**src/hdl/flash_sr_pkg.sv**
```systemverilog
// Shared constants, types and helpers for the flash suspend/resume link.
package flash_sr_pkg;
  localparam int ADDR_W = 26;
  localparam int OP_CNT_W = 24;
  localparam int SECT_LSB = 18;
  localparam int PAGE_LSB = 9;
  localparam int CLK_NS = 5;
  localparam int ERS_LAT_NS = 48000;
  localparam int PGM_LAT_NS = 40000;
  localparam int RES_GAP_NS = 128000;
  // Longest times round down, least times round up.
  localparam int ERS_LAT_CYC = ERS_LAT_NS / CLK_NS;
  localparam int PGM_LAT_CYC = PGM_LAT_NS / CLK_NS;
  localparam int RES_GAP_CYC = (RES_GAP_NS + CLK_NS - 1) / CLK_NS;
  localparam logic [31:0] SR_DWORD = 32'h4518_83EC;
  localparam logic [7:0] TBL_BASE = 8'h2C;
  localparam logic [7:0] TBL_LAST = 8'h2F;
  localparam logic [7:0] TBL_FILL = 8'hFF;
  localparam int SUP_BIT = 31;
  localparam int ERS_UNIT_LSB = 29;
  localparam int ERS_CNT_LSB = 24;
  localparam int PGM_UNIT_LSB = 18;
  localparam int PGM_CNT_LSB = 13;
  localparam int ERS_BAN_LSB = 4;
  localparam int PGM_BAN_LSB = 0;
  localparam int BAN_ERS_BIT = 0;
  localparam int BAN_PGM_BIT = 1;
  localparam int BAN_RD_BIT = 2;
  localparam logic [31:0] UNIT0_NS = 32'h0000_0080;
  localparam logic [31:0] UNIT1_NS = 32'h0000_03E8;
  localparam logic [31:0] UNIT2_NS = 32'h0000_1F40;
  localparam logic [31:0] UNIT3_NS = 32'h0000_FA00;

  typedef enum logic [2:0] {
    OP_NONE = 3'b000,
    OP_READ = 3'b001,
    OP_PROG = 3'b010,
    OP_ERASE = 3'b011,
    OP_SUSPEND = 3'b100,
    OP_RESUME = 3'b101,
    OP_TBL_RD = 3'b110,
    OP_TBL_WR = 3'b111
  } op_e;

  // Cycles of a latency field: (count + 1) times the coded unit, rounded down.
  function automatic logic [31:0] lat_cycles(input logic [1:0] unit, input logic [4:0] cnt);
    logic [31:0] ns;
    case (unit)
      2'b00: ns = UNIT0_NS;
      2'b01: ns = UNIT1_NS;
      2'b10: ns = UNIT2_NS;
      default: ns = UNIT3_NS;
    endcase
    lat_cycles = ((32'(cnt) + 32'h1) * ns) / 32'(CLK_NS);
  endfunction
endpackage

```
**src/hdl/flash_sr_if.sv**
```systemverilog
// Link between the flash suspend/resume host and device ends.
`timescale 1ns/1ps
interface flash_sr_if
  import flash_sr_pkg::*;
(
  input wire logic MCLK // Shared clock.
);
  logic req;
  op_e op;
  logic [ADDR_W-1:0] addr;
  logic [7:0] wdata;
  logic ack;
  logic rej;
  logic [7:0] rdata;
  logic busy;
  logic esusp;
  logic psusp;
  modport dev(input MCLK, req, op, addr, wdata, output ack, rej, rdata, busy, esusp, psusp);
  modport host(input MCLK, ack, rej, rdata, busy, esusp, psusp, output req, op, addr, wdata);
endinterface

```
**src/hdl/flash_sr_host.sv**
```systemverilog
// Host end: issues link commands and polices suspend/resume restrictions.
`timescale 1ns/1ps
module flash_sr_host
  import flash_sr_pkg::*;
#(
  parameter int RES_GAP = RES_GAP_CYC
) (
  input wire logic MCLK, // Clock.
  input wire logic SRST, // Synchronous reset, active high.
  flash_sr_if.host LNK, // Link to the device.
  input wire logic U_REQ, // User request strobe.
  input op_e U_OP, // User operation.
  input wire logic [ADDR_W-1:0] U_ADDR, // User address.
  input wire logic [7:0] U_WDATA, // User write byte.
  output logic U_ACK, // Request completed.
  output logic U_REJ, // Request refused or ignored.
  output logic [7:0] U_RDATA, // Returned byte.
  output logic U_READY, // Ready for a request.
  output logic U_TMO, // Suspend exceeded its latency.
  output logic [31:0] U_TABLE // Fetched table dword.
);
  typedef enum logic [1:0] {
    H_FETCH = 2'b00,
    H_FWAIT = 2'b01,
    H_READY = 2'b10,
    H_WAIT = 2'b11
  } hstate_e;

  localparam logic [OP_CNT_W-1:0] GAP_W = OP_CNT_W'(RES_GAP);
  localparam logic [OP_CNT_W-1:0] CNT_ONE = OP_CNT_W'(1);
  localparam logic [1:0] IDX_LAST = 2'b11;

  hstate_e st_q;
  logic [1:0] idx_q;
  logic [31:0] tbl_q;
  logic req_q;
  op_e op_q;
  logic [ADDR_W-1:0] addr_q;
  logic [7:0] wdata_q;
  logic ack_q, rej_q, ready_q, tmo_q, wd_on_q, kind_ers_q;
  logic [7:0] rdata_q;
  logic [OP_CNT_W-1:0] gap_q, wd_q;
  logic [ADDR_W-1:0] act_addr_q;

  wire [3:0] e_ban = tbl_q[ERS_BAN_LSB +: 4];
  wire [3:0] p_ban = tbl_q[PGM_BAN_LSB +: 4];
  wire same_sect = U_ADDR[ADDR_W-1:SECT_LSB] == act_addr_q[ADDR_W-1:SECT_LSB];
  wire same_page = U_ADDR[ADDR_W-1:PAGE_LSB] == act_addr_q[ADDR_W-1:PAGE_LSB];
  wire is_erase = U_OP == OP_ERASE;
  wire is_prog = U_OP == OP_PROG;
  wire is_read = U_OP == OP_READ;
  wire is_susp = U_OP == OP_SUSPEND;

  wire ban_er5 = LNK.esusp && is_erase && !e_ban[BAN_ERS_BIT];
  wire ban_er6 = LNK.esusp && is_prog && e_ban[BAN_PGM_BIT] && same_sect;
  wire ban_er7 = LNK.esusp && is_read && e_ban[BAN_RD_BIT] && same_sect;
  wire ban_pr8 = LNK.psusp && ((is_erase && !p_ban[BAN_ERS_BIT])
    || (is_prog && !p_ban[BAN_PGM_BIT]));
  wire ban_pr9 = LNK.psusp && is_read && p_ban[BAN_RD_BIT] && same_page;
  wire ban_busy = (is_erase || is_prog) && LNK.busy;
  wire ban_susp = is_susp && ((gap_q != '0) || !LNK.busy || tbl_q[SUP_BIT]);
  wire ban_res = (U_OP == OP_RESUME) && !(LNK.esusp || LNK.psusp);
  wire banned = ban_er5 || ban_er6 || ban_er7 || ban_pr8 || ban_pr9 || ban_busy
    || ban_susp || ban_res;
  wire take = U_REQ && (st_q == H_READY) && !banned;

  wire [31:0] ers_lat = lat_cycles(tbl_q[ERS_UNIT_LSB +: 2], tbl_q[ERS_CNT_LSB +: 5]);
  wire [31:0] pgm_lat = lat_cycles(tbl_q[PGM_UNIT_LSB +: 2], tbl_q[PGM_CNT_LSB +: 5]);
  wire [OP_CNT_W-1:0] wd_load = kind_ers_q ? OP_CNT_W'(ers_lat) : OP_CNT_W'(pgm_lat);
  wire resumed = LNK.ack && (st_q == H_WAIT) && (op_q == OP_RESUME);

  // Link request sequencing, including the table fetch after reset.
  always_ff @(posedge MCLK) begin
    if (SRST) begin
      st_q <= H_FETCH;
      idx_q <= 2'b00;
      req_q <= 1'b0;
      op_q <= OP_NONE;
      addr_q <= '0;
      wdata_q <= 8'h00;
    end else begin
      req_q <= 1'b0;
      case (st_q)
        H_FETCH: begin
          req_q <= 1'b1;
          op_q <= OP_TBL_RD;
          addr_q <= ADDR_W'({TBL_BASE[7:2], idx_q});
          st_q <= H_FWAIT;
        end
        H_FWAIT: begin
          if (LNK.ack) begin
            idx_q <= idx_q + 2'b01;
            st_q <= (idx_q == IDX_LAST) ? H_READY : H_FETCH;
          end
        end
        H_READY: begin
          if (take) begin
            req_q <= 1'b1;
            op_q <= U_OP;
            addr_q <= U_ADDR;
            wdata_q <= U_WDATA;
            st_q <= H_WAIT;
          end
        end
        default: begin
          if (LNK.ack) begin
            st_q <= H_READY;
          end
        end
      endcase
    end
  end

  always_ff @(posedge MCLK) begin
    if (SRST) begin
      tbl_q <= '0;
    end else if ((st_q == H_FWAIT) && LNK.ack) begin
      tbl_q[{idx_q, 3'b000} +: 8] <= LNK.rdata;
    end
  end

  // User answers; a table write comes back refused because it is not stored.
  always_ff @(posedge MCLK) begin
    if (SRST) begin
      ack_q <= 1'b0;
      rej_q <= 1'b0;
      rdata_q <= 8'h00;
      ready_q <= 1'b0;
    end else begin
      ack_q <= (st_q == H_WAIT) && LNK.ack;
      rej_q <= (U_REQ && !take) || ((st_q == H_WAIT) && LNK.ack && LNK.rej);
      ready_q <= (st_q == H_READY) && !take;
      if ((st_q == H_WAIT) && LNK.ack) begin
        rdata_q <= LNK.rdata;
      end
    end
  end

  // Tracks the operation that a later suspend would stop.
  always_ff @(posedge MCLK) begin
    if (SRST) begin
      act_addr_q <= '0;
      kind_ers_q <= 1'b0;
    end else if (take && (is_erase || is_prog) && !LNK.esusp) begin
      act_addr_q <= U_ADDR;
      kind_ers_q <= is_erase;
    end
  end

  // Holds off the next suspend after each resume.
  always_ff @(posedge MCLK) begin
    if (SRST) begin
      gap_q <= '0;
    end else if (resumed) begin
      gap_q <= GAP_W;
    end else if (gap_q != '0) begin
      gap_q <= gap_q - CNT_ONE;
    end
  end

  // Flags a suspend that outlasts the latency the table promises.
  always_ff @(posedge MCLK) begin
    if (SRST) begin
      wd_on_q <= 1'b0;
      wd_q <= '0;
      tmo_q <= 1'b0;
    end else if (take && is_susp) begin
      wd_on_q <= 1'b1;
      wd_q <= wd_load + CNT_ONE;
    end else if (wd_on_q) begin
      if (LNK.esusp || LNK.psusp || (!LNK.busy && (st_q != H_WAIT))) begin
        wd_on_q <= 1'b0;
      end else if (wd_q == '0) begin
        wd_on_q <= 1'b0;
        tmo_q <= 1'b1;
      end else begin
        wd_q <= wd_q - CNT_ONE;
      end
    end
  end

  assign LNK.req = req_q;
  assign LNK.op = op_q;
  assign LNK.addr = addr_q;
  assign LNK.wdata = wdata_q;
  assign U_ACK = ack_q;
  assign U_REJ = rej_q;
  assign U_RDATA = rdata_q;
  assign U_READY = ready_q;
  assign U_TMO = tmo_q;
  assign U_TABLE = tbl_q;
endmodule

```
**src/flat_wrapper.sv**
```systemverilog
// flat-port wrapper written by rule: the top's interface ports become plain ports
module flash_sr_host_flat import flash_sr_pkg::*;
#(
  parameter int RES_GAP = RES_GAP_CYC
)
  (MCLK, SRST, U_REQ, U_OP, U_ADDR, U_WDATA, U_ACK, U_REJ, U_RDATA, U_READY, U_TMO, U_TABLE, LNK_ack, LNK_rej, LNK_rdata, LNK_busy, LNK_esusp, LNK_psusp, LNK_req, LNK_op, LNK_addr, LNK_wdata);
  flash_sr_if LNK_i (.MCLK(MCLK));
  input wire logic MCLK;
  input wire logic SRST;
  input wire logic U_REQ;
  input op_e U_OP;
  input wire logic [ADDR_W-1:0] U_ADDR;
  input wire logic [7:0] U_WDATA;
  output logic U_ACK;
  output logic U_REJ;
  output logic [7:0] U_RDATA;
  output logic U_READY;
  output logic U_TMO;
  output logic [31:0] U_TABLE;
  input wire logic [$bits(LNK_i.ack)-1:0] LNK_ack;
  input wire logic [$bits(LNK_i.rej)-1:0] LNK_rej;
  input wire logic [$bits(LNK_i.rdata)-1:0] LNK_rdata;
  input wire logic [$bits(LNK_i.busy)-1:0] LNK_busy;
  input wire logic [$bits(LNK_i.esusp)-1:0] LNK_esusp;
  input wire logic [$bits(LNK_i.psusp)-1:0] LNK_psusp;
  output wire logic [$bits(LNK_i.req)-1:0] LNK_req;
  output wire logic [$bits(LNK_i.op)-1:0] LNK_op;
  output wire logic [$bits(LNK_i.addr)-1:0] LNK_addr;
  output wire logic [$bits(LNK_i.wdata)-1:0] LNK_wdata;
  assign LNK_i.ack = LNK_ack;
  assign LNK_i.rej = LNK_rej;
  assign LNK_i.rdata = LNK_rdata;
  assign LNK_i.busy = LNK_busy;
  assign LNK_i.esusp = LNK_esusp;
  assign LNK_i.psusp = LNK_psusp;
  assign LNK_req = LNK_i.req;
  assign LNK_op = LNK_i.op;
  assign LNK_addr = LNK_i.addr;
  assign LNK_wdata = LNK_i.wdata;
  flash_sr_host #(.RES_GAP(RES_GAP)) u_core (.MCLK(MCLK), .SRST(SRST), .LNK(LNK_i), .U_REQ(U_REQ), .U_OP(U_OP), .U_ADDR(U_ADDR), .U_WDATA(U_WDATA), .U_ACK(U_ACK), .U_REJ(U_REJ), .U_RDATA(U_RDATA), .U_READY(U_READY), .U_TMO(U_TMO), .U_TABLE(U_TABLE));
endmodule
```
**config.mk**
```make
export PLATFORM = sky130hd
export DESIGN_NAME = flash_sr_host_flat
export DESIGN_NICKNAME = d
export VERILOG_FILES = /design/src/hdl/flash_sr_pkg.sv /design/src/hdl/flash_sr_if.sv /design/src/hdl/flash_sr_host.sv /design/src/flat_wrapper.sv
export SDC_FILE = /design/constraint.sdc
export NUM_CORES = 1
export LEC_CHECK = 0
export BUFFER_PORTS_ARGS = -buffer_cell sky130_fd_sc_hd__buf_2
export CELL_PAD_IN_SITES_DETAIL_PLACEMENT = 1
export CELL_PAD_IN_SITES_GLOBAL_PLACEMENT = 1
export CORE_ASPECT_RATIO = 0.9
export CORE_MARGIN = 4
export CORE_UTILIZATION = 46
export DETAILED_ROUTE_END_ITERATION = 6
export GPL_TIMING_DRIVEN = 0
export HOLD_SLACK_MARGIN = 0.02
export PLACE_DENSITY_LB_ADDON = 0.05
export SYNTH_ARGS = -nofsm -noshare
export SYNTH_HDL_FRONTEND = slang
export SYNTH_SLANG_ARGS = --single-unit
```
**constraint.sdc**
```tcl
create_clock -name MCLK -period 17.2 [get_ports MCLK]
set_input_delay 3.44 -clock MCLK [delete_from_list [all_inputs] [get_ports MCLK]]
set_output_delay 3.44 -clock MCLK [all_outputs]
set_load 0.005 [all_outputs]
```
**Yosys cells after proc, flatten, opt, wreduce, memory -nomap -nowiden**

Cells that the tools add are included.

- Bits in registers: 162
- Bits of input ports: 53
- Output and inout port bits: 82
- Logic and storage cells: 146

- Add/sub/neg operators: 7
- Multipliers: 2
- Divide/modulo/power cells: 2
- Equal/unequal tests: 21
- Shift operators: 2
- Muxes and demuxes: 25
- Bitwise operators: 2
- Reduce and logical (&&, ||, !) cells: 67

Operators with widths:

| cell | number |
|---|---|
| $mux W24 | 5 |
| $pmux W16 S3 | 2 |
| $div A32 B3 Y32 const B | 2 |
| $mul A32 B16 Y32 | 2 |
| $pmux W26 S2 | 1 |
| $sub A24 B1 Y24 const B | 2 |
| $bwmux W32 | 1 |
| $shift A8 B7 Y32 const A | 1 |
| $shiftx A8 B7 Y32 | 1 |
| $mux W15 | 2 |
| $logic_and A1 B1 Y1 | 29 |
| $mux W26 | 1 |
| $add A24 B1 Y24 const B | 1 |
| $logic_not A24 Y1 | 1 |
| $reduce_bool A24 Y1 | 1 |
| $eq A17 B17 Y1 | 1 |
| $logic_or A1 B1 Y1 | 14 |
| $add A5 B1 Y6 const B | 2 |
| $eq A2 B2 Y1 const B | 5 |
| $eq A3 B3 Y1 const B | 3 |
| $eq A8 B8 Y1 | 1 |
| $logic_not A1 Y1 | 8 |
| $mux W2 | 4 |
| $neg A5 Y7 | 1 |
| other kinds (19) | 37 |

**Longest topological paths before layout**

- Depth after elaboration: 16
- Mapped depth: 69
- Mapped depth without buffers: 62

**Least setup slack after synthesis**

No wires, ideal clock.

- Kind: reg-to-reg
- Start: register u_core.tbl_q[24], in the netlist u_core.U_TABLE[24]
- End: register u_core.wd_q[18]
- Setup time: 0.086 ns
- Data arrival time: 14.679 ns
- Required time: 17.114 ns
- Path slack: 2.436 ns
- Stages on the path, launching flop included: 66
- Buffers on the path: 5
- Period minus slack after synthesis: 14.764 ns
- Cell sequence: dfxtp_1 clkbuf_1 nand3_1 xor2_1 nand2b_1 nand2b_1 fa_1 fa_1 inv_1 fa_1 inv_1 ha_1 a2111oi_0 o21ai_1 o22a_1 a221oi_4 mux2_4 nor3_2 [... 30 more ...] o21ai_1 nand2_1 nand2_1 ha_1 and4_1 and4bb_1 o2111ai_1 ha_1 nor4_1 o2111ai_2 or2_1 ha_1 nand3_1 nor3_1 nand2_1 or3_1 xnor2_1 a211oi_1

- Longest elaborated chain between the ends: 6

Ends and longest elaborated chain:

| what | RTL line | RTL |
|---|---|---|
| start, declared | flash_sr_host.sv:35 | `logic [31:0] tbl_q;` |
| start signal, assigned by index | flash_sr_host.sv:118 | `tbl_q[{idx_q, 3'b000} +: 8] <= LNK.rdata;` |
| $add A5 B1 Y6 | flash_sr_pkg.sv:54 | `lat_cycles = ((32'(cnt) + 32'h1) * ns) / 32'(CLK_NS);` |
| $mul A32 B16 Y32 | flash_sr_pkg.sv:54 |  |
| $div A32 B3 Y32 | flash_sr_pkg.sv:54 |  |
| $mux W24 | flash_sr_host.sv:69 | `wire [OP_CNT_W-1:0] wd_load = kind_ers_q ? OP_CNT_W'(ers_lat) : OP_CNT_W'(pgm_lat);` |
| $add A24 B1 Y24 | flash_sr_host.sv:169 | `wd_q <= wd_load + CNT_ONE;` |
| $mux W24 | flash_sr_host.sv:167 | `end else if (take && is_susp) begin` |
| end signal, assigned | flash_sr_host.sv:169 |  |
| end signal, assigned | flash_sr_host.sv:177 | `wd_q <= wd_q - CNT_ONE;` |
| end, declared | flash_sr_host.sv:42 | `logic [OP_CNT_W-1:0] gap_q, wd_q;` |

No other way between the ends.
A chain may end at the register's enable or synchronous reset.

**Worst setup path after layout**

- Start: register u_core.tbl_q[25], in the netlist u_core.U_TABLE[25]
- End: register u_core.wd_q[18]

The elaborated chain is that of the path after synthesis.

==> key figures <==
Run status
  • Outcome: finished clean

Critical path
  • Slowest stage cell, crit path: fa_1
  • Worst Path Arrival: 16680 ps
  • WP data required: 17560 ps
  • Worst Setup Path Type: flip-flop to flip-flop
  • Crit start category: flip-flop
  • CP dominant cell by count: ha_1
  • Largest fanout on the critical path: 10
  • Worst Setup End Kind: flip-flop
  • Largest stage delay, worst path: 560 ps

Clock tree
  • Clock slew at reported path FFs: 70 ps
  • Sink Count: 153
  • CTS H-tree lvls: 4
  • Clock Path Buffers: 2
  • Total CTS buffers: 17
  • CTS tree: done
  • Worst skew pair latency: 450 ps
  • CTS Root Cell: clkbuf_16

Routing
  • Vias/cell: 5.99
  • TritonRoute pass-1 iters: 5
  • Post-Route WL: 51200 um
  • Routed met1 length: 24100 um
  • Drt initial violations: 876
  • Max Used Layer: met5
  • Met3 wire len: 3220 um
  • Met2 Wirelength: 23200 um
  • Final ANT Viol Nets: 0
  • DRC: 0
  • Mean routed wirelength per cell: 20.3 um
  • Vias after detailed routing: 15127

Timing
  • Fin. Hold Viols: 0
  • Period Utilization, post-route: 0.949
  • Slew HR: 0.385
  • Slew @ Worst Pin: 920 ps
  • Final setup viols: 0
  • Fin crit period: 16320 ps
  • Post-Route Skew: 11.2 ps
  • Fmax: 61.3 MHz
  • Slew Viols, Final: 0

Pwr
  • VDD IR max: 0.0000733 V
  • Switching Share: 0.302
  • Leakage: 7.68 nW
  • Power share of the combinational group: 0.175
  • P per Cell Area: 53.4 mW/mm2
  • Design internal power: 0.657 mW
  • Total power: 0.941 mW
  • Clock power frac: 0.399
  • Register share of total power: 0.426
  • Switching component of the power: 0.284 mW

Floorplan
  • I/O Pins: 135
  • Die height: 181 um
  • Core area: 0.0329 mm2
  • Initial Util: 0.465
  • Rows: 63
  • Die area: 0.0362 mm2
  • Die width: 200 um

Global routing
  • Initial antenna violation count: 2
  • Grt ovf: 0
  • Global-route wire length before repair: 82800 um
  • Pin count of the biggest net entering global routing: 17
  • Number of global-route vias before repair: 15477
  • Gr usage total: 0.275

Yosys
  • Synthesis-stage register bit count: 153
  • Top cells by area, synth: dfxtp_1 (20%), fa_1 (9.9%), ha_1 (7.5%)
  • Ys Warns: 0
  • Post-synth top area share: 0.200
  • Post-synthesis cell type count: 115
  • Register area share after synthesis: 0.200
  • Syn_nets: 2141
  • Main synth FF type: dfxtp_1
  • Most frequent cells after synthesis: nor2_1 (224), inv_1 (167), nand2_1 (161)
  • Synth Instances: 1920
  • Post-synth EDFFs: 0
  • Leading area contributor after synthesis: dfxtp_1
  • Cell with the most instances after synthesis: nor2_1
  • Synth Cell Area: 0.0153 mm2
  • Post-synth ARST share: 0
  • Syn avg cell area: 7.97 um2

Worst hold path
  • Hold/Removal Path Class: flip-flop to flip-flop

Cells and area
  • Area growth, synth to finish: 15.3%
  • Non-filler cells, final: 2527
  • Final #Nets: 2313
  • Layout cell share with drive strength beyond 1: 0.164
  • FILL cells: 4056

Placement
  • Port-buffer cells: 134
  • Placed cell count: 2476
  • RD Place Congestion: 0.946
  • DP Wirelength: 40400 um

Job
  • Number of max-cap violations: 0
-- critical path, delay by kind of cell, from the launching register on --
| kind | cells | cell delay (ps) |
|---|---|---|
| compound gates | 23 | 5250 |
| xor+xnor | 2 | 380 |
| fa+ha+maj | 10 | 3610 |
| buf+inv | 6 | 830 |
| flops | 1 | 410 |
| mux | 1 | 380 |
| simple gates | 21 | 5340 |
-- power by group through the flow --
stage               clock (mW)  sequential, mW  combinational [mW]
global route             0.399           0.404               0.188
CTS                      0.380           0.401               0.166
finish                   0.376           0.401               0.165
detailed placement           0           0.408               0.163
floorplan                    0           0.403               0.119
global placement             0           0.406               0.156
-- routing by layer --
layer / up-vias / GRT usage
li1: 7191 / -
met1: 7547 / 0.383
met2: 335 / 0.444
met3: 52 / 0.0608
met4: 2 / 0.0531
met5: - / 0
-- final timing paths --
| check | cells past startpoint | slack [ps] | to | from |
|---|---|---|---|---|
| worst max-delay path | 63 | 880 | u_core.wd_q[18]$_SDFFE_PP0P_ | u_core.U_TABLE[25]$_SDFFE_PP0P_ |
| worst min-delay path | 2 | 450 | u_core.U_TABLE[23]$_SDFFE_PP0P_ | u_core.U_TABLE[23]$_SDFFE_PP0P_ |
| worst max register to register | 63 | 880 | u_core.wd_q[18]$_SDFFE_PP0P_ | u_core.U_TABLE[25]$_SDFFE_PP0P_ |
| worst min register to register | 2 | 450 | u_core.U_TABLE[23]$_SDFFE_PP0P_ | u_core.U_TABLE[23]$_SDFFE_PP0P_ |
-- flip-flops by register name, summed over array words and instances, names as in the netlist --
register           count
u_core.U_RDATA         8
u_core.wd_on_q         1
u_core.U_READY         1
u_core.U_TMO           1
u_core.st_q            2
u_core.LNK.addr       26
u_core.LNK.req         1
u_core.LNK.wdata       8
u_core.U_ACK           1
u_core.act_addr_q     17
u_core.U_REJ           1
u_core.U_TABLE        32
u_core.gap_q          24
u_core.kind_ers_q      1
u_core.wd_q           24
u_core.LNK.op          3
u_core.idx_q           2
-- per-stage QoR --
stage / setup slack, ps / area, um2 / hold slack (ps) / TNS (ps) / util
floorplan: 2440 / 15300 / 437 / 0 / -
global placement: -506 / 16500 / 437 / -1250 / 0.502
CTS: 12.9 / 17100 / 457 / 0 / 0.521
finish: 881 / 17600 / 454 / 0 / 0.537
detailed placement: -716 / 16500 / 446 / -2660 / 0.502
global route: -98.9 / 17600 / 479 / -98.9 / 0.537
-- timing repair --
action / 4_1_cts / 5_1_grt
hold endpoints to repair: 0 / 0
setup buffers: 3 / 17
setup endpoints to repair: 7 / 20
cloned: 0 / 0
hold buffers: 0 / 0
resized for setup: 10 / 86
pin swaps: 0 / 13
-- cells in the final DEF (no fill, tap or decap), types with 15 or more instances in the layout --
| cell type | n |
|---|---|
| xnor2_1 | 59 |
| inv_1 | 167 |
| xor2_1 | 30 |
| nand3_1 | 63 |
| a21o_1 | 18 |
| or3_1 | 19 |
| and2_1 | 32 |
| a211oi_1 | 32 |
| a31oi_1 | 15 |
| clkbuf_1 | 47 |
| o211ai_1 | 19 |
| buf_2 | 140 |
| nor2b_1 | 25 |
| o21ai_0 | 48 |
| nand2_1 | 161 |
| nor4_1 | 24 |
| nand2b_1 | 21 |
| buf_4 | 22 |
| a22oi_1 | 38 |
| ha_1 | 88 |
| fa_1 | 76 |
| nand4_1 | 15 |
| a21oi_1 | 116 |
| nor3_1 | 44 |
| nor2_1 | 219 |
| dfxtp_1 | 148 |
| clkbuf_16 | 17 |
| mux2i_1 | 42 |
| o21a_1 | 16 |
-- cell families (layout without fill, tap and decap cells) --
group / Yosys count / in the layout / share of synthesized area
xor gates and xnor gates: 95 / 95 / 0.0544
and+or+nand+nor: 716 / 716 / 0.231
DFF: 153 / 153 / 0.200
muxes: 60 / 60 / 0.0412
adders and majority gates: 169 / 169 / 0.175
other: 0 / 1 / 0
buffers and inverters: 244 / 428 / 0.0628
AOI/OAI and AO/OA: 483 / 483 / 0.235
-- layout make-up --
class	count	area, um2	area share
clock buffers	20	467	0.0265
plain buffers	74	337	0.0191
flip-flops and latches	153	3070	0.174
multi-input cells	1523	11700	0.661
inverters	169	634	0.0360
diodes	1	2.50	0.000142
repair buffers	154	821	0.0465
clock inverters	11	114	0.00645
well taps	422	528	0.0299
Note: power is estimated with default switching activity, not from simulation.
